`src/include/htqf_consts.svh`:
```
// constants for the host transmit queue fetch block
`ifndef HTQF_CONSTS_SVH
`define HTQF_CONSTS_SVH

`define HTQF_ADDR_W 8
`define HTQF_SEGMENTATION_CONTROL_OFS 8'h20
`define HTQF_DOORBELL_OFS 8'h40
`define HTQF_SEGMENTATION_CONTROL_RST 32'h0000_0000
`define HTQF_SIZE_SEL_HI 11
`define HTQF_SIZE_SEL_LO 10
`define HTQF_PEND_HI 29
`define HTQF_PEND_LO 16
`define HTQF_OVF_BIT 30
`define HTQF_ADD_HI 13
`define HTQF_IDX_W 14
`define HTQF_CNT_W 15
`define HTQF_DESC_W 32
`define HTQF_SIZE_256 15'h0100
`define HTQF_SIZE_1K 15'h0400
`define HTQF_SIZE_4K 15'h1000
`define HTQF_SIZE_16K 15'h4000
`define HTQF_SLOT_CYCLES 150
`define HTQF_SLOT_LAST 8'h95
`define HTQF_SLOT_W 8

`endif

```
`src/include/htqf_pkg.sv`:
```
// types shared by the host transmit queue fetch block
`include "htqf_consts.svh"

package htqf_pkg;

  typedef enum logic [0:0] {
    HTQF_IDLE = 1'b0,
    HTQF_FETCH = 1'b1
  } htqf_fsm_t;

  typedef struct packed {
    logic [`HTQF_SLOT_W-1:0] cnt;
    logic tick;
  } htqf_timer_t;

  typedef struct packed {
    logic [31:0] ctrl;
    logic [`HTQF_CNT_W-1:0] pending;
    logic [`HTQF_IDX_W-1:0] rd_idx;
    htqf_fsm_t fsm;
    logic credit;
    logic chain_wr;
    logic [`HTQF_IDX_W-1:0] chain_index;
    logic [`HTQF_DESC_W-1:0] chain_data;
    logic [31:0] rdata;
  } htqf_state_t;

endpackage

```
`src/logic/htqf_slot_timer.sv`:
```
// cell slot pacer: one tick every cell slot
`timescale 1ns/1ps
`default_nettype none
`include "htqf_consts.svh"

module htqf_slot_timer (
  input wire logic clk, // core clock
  input wire logic sys_rst, // synchronous reset, high
  output logic slot_tick // one-cycle pulse per cell slot
);
  import htqf_pkg::*;

  htqf_timer_t cur;
  htqf_timer_t nxt;

  always_comb begin
    nxt = cur;
    nxt.tick = 1'b0;
    if (cur.cnt == `HTQF_SLOT_LAST) begin
      nxt.cnt = '0;
      nxt.tick = 1'b1;
    end else begin
      nxt.cnt = cur.cnt + 8'h01;
    end
  end

  always_ff @(posedge clk) begin
    if (sys_rst) begin
      cur <= '0;
    end else begin
      cur <= nxt;
    end
  end

  assign slot_tick = cur.tick;

endmodule // htqf_slot_timer
`default_nettype wire

```
`src/logic/htqf_top.sv`:
```
// host transmit queue fetch: doorbell, pending count and paced descriptor copy
// Operation
// - a doorbell write at 0x40 starts fetching and consuming pending entries
// - each host queue slot holds one buffer descriptor ready for segmentation
// - entries are consumed at about one per cell slot, whatever the buffer length
// - a cell slot lasts about 150 core clock periods
// - doorbell read shows the low 14 bits of the pending entry count in bits 29 to 16
// - pending equal to the configured queue size means the queue is full
// - queue depth comes from bits 11 and 10 of segmentation control at 0x20
// - depth codes: 00=256, 01=1024, 10=4096, 11=16384 entries
// - slots fill in ascending order and wrap to the first after the last
// - a slot is free once copied to the local chain, before segmentation
`timescale 1ns/1ps
`default_nettype none
`include "htqf_consts.svh"

module htqf_top (
  input wire logic clk, // core clock
  input wire logic sys_rst, // synchronous reset, high
  input wire logic [`HTQF_ADDR_W-1:0] reg_addr, // register byte offset
  input wire logic reg_wr, // register write strobe
  input wire logic reg_rd, // register read strobe
  input wire logic [31:0] reg_wdata, // register write data
  output logic [31:0] reg_rdata, // register read data, next cycle
  output logic fetch_req, // request host read of one slot
  output logic [`HTQF_IDX_W-1:0] fetch_index, // host slot to read
  input wire logic fetch_ack, // host slot data valid
  input wire logic [`HTQF_DESC_W-1:0] fetch_data, // host slot descriptor
  output logic chain_wr, // write descriptor to local chain
  output logic [`HTQF_IDX_W-1:0] chain_index, // slot the descriptor came from
  output logic [`HTQF_DESC_W-1:0] chain_data, // descriptor copied
  output logic queue_full // pending equals queue size
);
  import htqf_pkg::*;

  htqf_state_t cur;
  htqf_state_t nxt;
  logic slot_tick;
  logic [`HTQF_CNT_W-1:0] q_size;
  logic [`HTQF_IDX_W-1:0] idx_mask;
  logic db_wr;
  logic copy;
  logic [`HTQF_CNT_W:0] sum;

  htqf_slot_timer u_slot (
    .clk(clk),
    .sys_rst(sys_rst),
    .slot_tick(slot_tick)
  );

  always_comb begin
    case (cur.ctrl[`HTQF_SIZE_SEL_HI:`HTQF_SIZE_SEL_LO])
      2'b00: q_size = `HTQF_SIZE_256;
      2'b01: q_size = `HTQF_SIZE_1K;
      2'b10: q_size = `HTQF_SIZE_4K;
      2'b11: q_size = `HTQF_SIZE_16K;
      default: q_size = `HTQF_SIZE_256;
    endcase
  end

  // sizes are powers of two, so the low bits of size-1 form the wrap mask
  assign idx_mask = q_size[`HTQF_IDX_W-1:0] - 14'h0001;
  assign db_wr = reg_wr && (reg_addr == `HTQF_DOORBELL_OFS);
  assign copy = (cur.fsm == HTQF_FETCH) && fetch_ack;
  // the count written with the doorbell is added; a copy removes one
  assign sum = {1'b0, cur.pending}
             + (db_wr ? {2'b00, reg_wdata[`HTQF_ADD_HI:0]} : 16'h0000)
             - {15'h0000, copy};

  always_comb begin
    nxt = cur;
    nxt.chain_wr = 1'b0;
    case (cur.fsm)
      HTQF_IDLE: begin
        if (cur.credit && (cur.pending != '0)) begin
          nxt.fsm = HTQF_FETCH;
          nxt.credit = 1'b0;
        end
      end
      HTQF_FETCH: begin
        if (fetch_ack) begin
          nxt.chain_wr = 1'b1;
          nxt.chain_index = cur.rd_idx;
          nxt.chain_data = fetch_data;
          nxt.rd_idx = (cur.rd_idx + 14'h0001) & idx_mask;
          nxt.fsm = HTQF_IDLE;
        end
      end
      default: nxt.fsm = HTQF_IDLE;
    endcase
    // a tick that lands on the cycle the credit is spent is kept
    if (slot_tick) begin
      nxt.credit = 1'b1;
    end
    // pending never passes the queue size; extra doorbell counts are dropped
    if (sum > {1'b0, q_size}) begin
      nxt.pending = q_size;
    end else begin
      nxt.pending = sum[`HTQF_CNT_W-1:0];
    end
    if (reg_wr && (reg_addr == `HTQF_SEGMENTATION_CONTROL_OFS)) begin
      nxt.ctrl = reg_wdata;
    end
    // a smaller size chosen on the fly pulls the index back inside the ring
    if (cur.fsm != HTQF_FETCH) begin
      nxt.rd_idx = nxt.rd_idx & idx_mask;
    end
    if (reg_rd) begin
      if (reg_addr == `HTQF_SEGMENTATION_CONTROL_OFS) begin
        nxt.rdata = cur.ctrl;
      end else if (reg_addr == `HTQF_DOORBELL_OFS) begin
        nxt.rdata = '0;
        nxt.rdata[`HTQF_PEND_HI:`HTQF_PEND_LO] = cur.pending[`HTQF_IDX_W-1:0];
        nxt.rdata[`HTQF_OVF_BIT] = (cur.pending == q_size);
      end else begin
        nxt.rdata = '0;
      end
    end
  end

  always_ff @(posedge clk) begin
    if (sys_rst) begin
      cur <= '0;
      cur.ctrl <= `HTQF_SEGMENTATION_CONTROL_RST;
    end else begin
      cur <= nxt;
    end
  end

  assign reg_rdata = cur.rdata;
  assign fetch_req = (cur.fsm == HTQF_FETCH);
  assign fetch_index = cur.rd_idx;
  assign chain_wr = cur.chain_wr;
  assign chain_index = cur.chain_index;
  assign chain_data = cur.chain_data;
  assign queue_full = (cur.pending == q_size);
endmodule // htqf_top
`default_nettype wire

```
`config.mk`:
```
export PLATFORM = sky130hd
export DESIGN_NAME = htqf_top
export DESIGN_NICKNAME = d
export VERILOG_FILES = /design/src/include/htqf_pkg.sv /design/src/logic/htqf_slot_timer.sv /design/src/logic/htqf_top.sv
export VERILOG_INCLUDE_DIRS = /design/src /design/src/include
export SDC_FILE = /design/constraint.sdc
export NUM_CORES = 1
export LEC_CHECK = 0
export BUFFER_PORTS_ARGS = -buffer_cell sky130_fd_sc_hd__buf_4
export CAP_MARGIN = 20
export CORE_UTILIZATION = 55
export CTS_BUF_LIST = sky130_fd_sc_hd__clkbuf_2 sky130_fd_sc_hd__clkbuf_4 sky130_fd_sc_hd__clkbuf_8
export CTS_CLUSTER_SIZE = 20
export DETAILED_ROUTE_END_ITERATION = 8
export PLACE_DENSITY = 0.81
export SYNTH_ARGS = -nofsm -noshare
export SYNTH_HDL_FRONTEND = slang
export SYNTH_SLANG_ARGS = --single-unit
export TNS_END_PERCENT = 30
```
`constraint.sdc`:
```
create_clock -name clk -period 14.9 [get_ports clk]
set_clock_uncertainty 0.05 [all_clocks]
set_input_delay 0.745 -clock clk [delete_from_list [all_inputs] [get_ports clk]]
set_output_delay 0.745 -clock clk [all_outputs]
set_load 0.01 [all_outputs]
```
**Word level (Yosys, flattened, before mapping)**

Index checks and enable logic that the tools add are counted.

- Reductions and logical operators: 11
- Multiplexer cells: 14
- Equality and inequality tests: 8
- Order comparisons: 1
- Bitwise operators: 3
- Add/subtract/negate cells: 5

Operators with widths:

| cell | number |
|---|---|
| $pmux 15 s4 | 1 |
| $mux 47 | 1 |
| $mux 14 | 3 |
| $mux 32 | 1 |
| $mux 31 | 1 |
| $mux 15 | 2 |
| $and 14x14->14 | 2 |
| $add 15x14->16 | 1 |
| $gt 16x15->1 | 1 |
| $sub 16x1->16 | 1 |
| $eq 15x15->1 | 1 |
| $reduce_bool 15->1 | 1 |
| $add 14x1->14 const B | 1 |
| $sub 14x1->14 const B | 1 |
| $add 8x1->8 const B | 1 |
| $eq 8x6->1 const B | 1 |
| $eq 8x7->1 const B | 1 |
| $eq 8x8->1 const B | 1 |
| $eq 2x2->1 const B | 2 |
| $logic_and 1x1->1 | 4 |
| $reduce_and 2->1 | 2 |
| $reduce_or 2->1 | 2 |
| $mux 1 | 3 |
| $eq 2x1->1 const B | 1 |
| other kinds (6) | 6 |

- Bits of input ports: 77
- Register bits: 151

**Logic depth before layout (Yosys ltp)**

- Depth after elaboration: 8
- Gate-level depth with buffers: 23
- Depth with buffers taken out: 23

**Modules after synthesis**

From an unflattened synthesis, not the netlist that was laid out.

- Cells, all modules: 972
- Area, all modules: 7,689.9 sq um

Modules (own cells, without submodules):

| module | instances | area each (sq um) | cells each |
|---|---|---|---|
| htqf_top | 1 | 7,287.0 | 930 |
| htqf_slot_timer | 1 | 402.9 | 42 |

**Least setup slack after synthesis**

Ideal clock, no wire load.

- Kind: in2reg
- Start: in reg_addr[3]
- End: reg cur[107] (netlist bit)
- Path buffers: 0
- Required time: 14,778 ps
- Cell stages on the path: 21
- Data arrival time: 5,376 ps
- Path slack: 9,402 ps
- Setup time: 72 ps
- Path through: nor4_1 > nand2_1 > nor3b_1 > and2_0 > nand2_1 > ha_1 > inv_1 > ha_1 > fa_1 > a211oi_1 > o21ai_0 > a31oi_1 > o21ai_0 > o41ai_1 > xnor2_1 > ha_1 > nand2_1 > nor3_1 > and3_1 > o21a_4 > mux2i_1

- Cells in the longest elaborated chain, start to end: 7

Ends and longest elaborated chain:

| what | line | source |
|---|---|---|
| from (decl) | htqf_top.sv:20 | `` input wire logic [`HTQF_ADDR_W-1:0] reg_addr, `` |
| $eq 8x7->1 (no source line) (*) | -- |  |
| $logic_and 1x1->1 (*) | htqf_top.sv:63 | `` assign db_wr = reg_wr && (reg_addr == `HTQF_DOORBELL_OFS); `` |
| $mux 14 (*) | htqf_top.sv:67 | `` + (db_wr ? {2'b00, reg_wdata[`HTQF_ADD_HI:0]} : 16'h0000) `` |
| $add 15x14->16 (*) | htqf_top.sv:66 | `assign sum = {1'b0, cur.pending}` |
| $sub 16x1->16 (*) | htqf_top.sv:66 |  |
| $gt 16x15->1 | htqf_top.sv:96 | `if (sum > {1'b0, q_size}) begin` |
| $mux 15 (*) | htqf_top.sv:96 |  |
| to (signal assigned) | htqf_top.sv:126 | `cur <= nxt;` |
| to (decl) | htqf_top.sv:36 | `htqf_state_t cur;` |

Mark *: on every way between the ends. The rest lies on a longest branch, timed or not.
A chain may end at the register's enable or synchronous reset.

**Final worst setup path**

Ends and elaborated chain as after synthesis.

==> impl_metrics.csv <==
group,metric,value,unit
run_status,status,"finished, final reports clean",
global_route,grt_pass1_vias,6072,
worst_setup_path,reg2reg_to,"cur[107]",
global_route,grt_pass1_wl,29500,um
clock_network,clk_path_buf_depth,2,
synth,synth_cell_type_count,57,
worst_setup_path,r2r_start,"fetch_req",
layout,drive_above_1_share,21.6,%
synth,synth_top_cell_area_share,39.7,%
synth,synthesis.area,0.00762,mm2
global_route,grtUsageTotal,25.7,%
layout,antennaDiodeCount,0,
clock_network,path_clk_slew,0.08,ns
synth,avgSynthCellArea,7.92,um2
clock_network,cts_sinks,151,
timing,hold_viol,0,
synth,yosys_warnings,0,
floorplan,design.die.area,0.0143,mm2
layout,synthToLayoutAreaGrowth,14.3,%
clock_network,cts-root-buf,"clkbuf_8",
power,vdd_drop_max,98.0,uV
clock_network,ctsHtreeMaxLevel,4,
floorplan,pin_count,172,
timing,min_period,6.26,ns
synth,yosysSeqAreaShare,39.7,%
timing,finalMaxSlewViolations,0,
worst_setup_path,reg2reg_depth,20,
synth,yosysMostFrequentCell,"nand2_1",
timing,fmax,0.160,GHz
worst_setup_path,arrival,6.59,ns
worst_setup_path,critPathLaunchType,"primary input",
layout,nets,1133,
floorplan,rows,42,
floorplan,dieWidth,120,um
routing,firstDrtPassIters,5,
timing,tightest_slew,1.12,ns
global_route,antenna_found_initial,0,
routing,wl_per_cell,15.0,um
place,gp_congestion,0.907,
synth,synth_common_cells,"nand2_1, dfxtp_1, a21oi_1",
layout,postLayoutCoreUtil,65.0,%
routing,drc,0,
synth,synth_async_sr_flop_share,0,%
synth,synthCells,963,
timing,setup_tns,0,ns
min_path,min_from,"u_slot.slot_tick",
timing,period_share,42.0,%
synth,synth_edf_count,0,
floorplan,start_util,56.9,%
power,p_leak,0.00353,uW
place,io_buffers,171,
floorplan,die_y,120,um
routing,dr_total_vias,6515,
min_path,hold_end,"cur[79]",
worst_setup_path,worstSetupPathType,"primary input to register",
timing,max_slew_margin,25.0,%
worst_setup_path,end_kind,"register",
clock_network,insertion_delay,0.44,ns
synth,syn-num-nets,1078,
routing,drtIter0Drc,595,
routing,drtAntennaViolNets,0,
synth,synth_top_cell_by_area,"dfxtp_1",
clock_network,cts_tree,"yes",
synth,synth.top_cells.by_area,"dfxtp_1, nand2_1, buf_4",
clock_network,post_cts_resized,0,
worst_setup_path,cp_max_fo,16,
clock_network,numCtsBuffers,17,
place,post-dp-hpwl,12800,um
timing,layout_setup_ws,8.64,ns
min_path,holdPathStages,2,
synth,synth-seq-cells,151,
place,preCtsSetupSlack,8.46,ns
global_route,gr-total-overflow,0,
min_path,hp-class,"register to register",
routing,viasPerCell,5.40,
global_route,grt_start_max_net_pins,108,
synth,ys.flop_type,"dfxtp_1",
clock_network,cts_hold_buf,0,
flow_run,drv_cap,0,
floorplan,coreArea,0.0134,mm2
worst_setup_path,worstPathRequired,15.22,ns
timing,setup_viol,0,
clock_network,post_cts_buffers,0,
power,p_per_area,139,mW/mm2
routing,wl,18100,um
timing,rsz0062_at_grt,"false",
worst_setup_path,r2r_setup_slack,9.31,ns
==> routing by layer <==
metal	track usage (%)	up-vias	wire length [um]
met5	0	-	0
met4	12.3	0	649
met3	5.18	58	1010
met2	41.9	214	8510
met1	32.6	2991	7890
li1	-	3252	-
==> stage by stage <==
step	hold slack [ns]	total power, uW	area, um2	instances
3_3_place_gp	0.370	874	8300	1174
5_1_grt	0.424	1280	8710	1206
4_1_cts	0.401	1210	8700	1205
6_report	0.398	1210	8710	1206
3_5_place_dp	0.384	888	8300	1174
2_1_floorplan	0.363	785	7620	963
==> worst max path at each step <==
stage / start / end / slack, ns
global placement: reg_addr[3] / cur[107] / 8.74
finish: reg_addr[3] / cur[107] / 8.64
floorplan: reg_addr[3] / cur[107] / 9.40
CTS: reg_addr[3] / cur[107] / 8.74
global route: reg_addr[3] / cur[107] / 8.29
detailed placement: reg_addr[3] / cur[107] / 8.46
==> power breakdown <==
group	internal, uW	leakage (uW)	total, uW	switching [uW]
registers	414	0.00122	428	13.9
clock network	169	0.000203	317	149
logic	197	0.00211	469	272
==> cell families after synthesis <==
family / synth area share [%]
xor gates and xnor gates: 2.76
and+or+nand+nor: 20.5
adders and majority gates: 6.34
DFF: 39.7
buffers and inverters: 14.1
AOI/OAI and AO/OA: 16.3
muxes: 0.394
==> cell usage in the layout (no fill, tap or decap), types with 20 or more instances in the layout <==
cell      count
nand2b_1     21
a21oi_1     117
ha_1         37
clkbuf_8     20
dfxtp_1     151
nand2_1     195
buf_4       177
inv_1        50
nor2_1       48
nand3_1      29
==> layout make-up <==
type	count	area [um2]
fill	1188	4690
multi-input combinational	619	3540
sequential	151	3020
timing repair buffer	178	1340
clock buffer	24	305
tap	176	220
inverter	51	191
clock inverter	7	93.8
==> sequential cells by signal, indices dropped and copies added, names as in the netlist, named ones only <==
name / count
u_slot.slot_tick: 1
u_slot.cur: 8
chain_data: 32
chain_wr: 1
chain_index: 14
fetch_req: 1
fetch_index: 13
cur: 48
reg_rdata: 32
==> critical path, cell delays in order <==
cell      delay (ns)
buf_4           0.11
nor4_1          0.33
nand2_1         0.17
nor3b_2         0.20
buf_4           0.23
and2_0          0.54
nand2_1         0.12
ha_1            0.29
inv_1           0.04
ha_1            0.22
fa_1            0.43
a211oi_1        0.31
o21ai_0         0.17
a31oi_1         0.32
o21bai_1        0.13
a21oi_1         0.25
xnor2_1         0.14
ha_1            0.25
nand3b_1        0.22
mux2i_1         0.23
o21ai_0         0.22
a221oi_4        0.46
o21a_4          0.25
mux2i_1         0.19
Note: power is estimated with default switching activity, not from simulation.
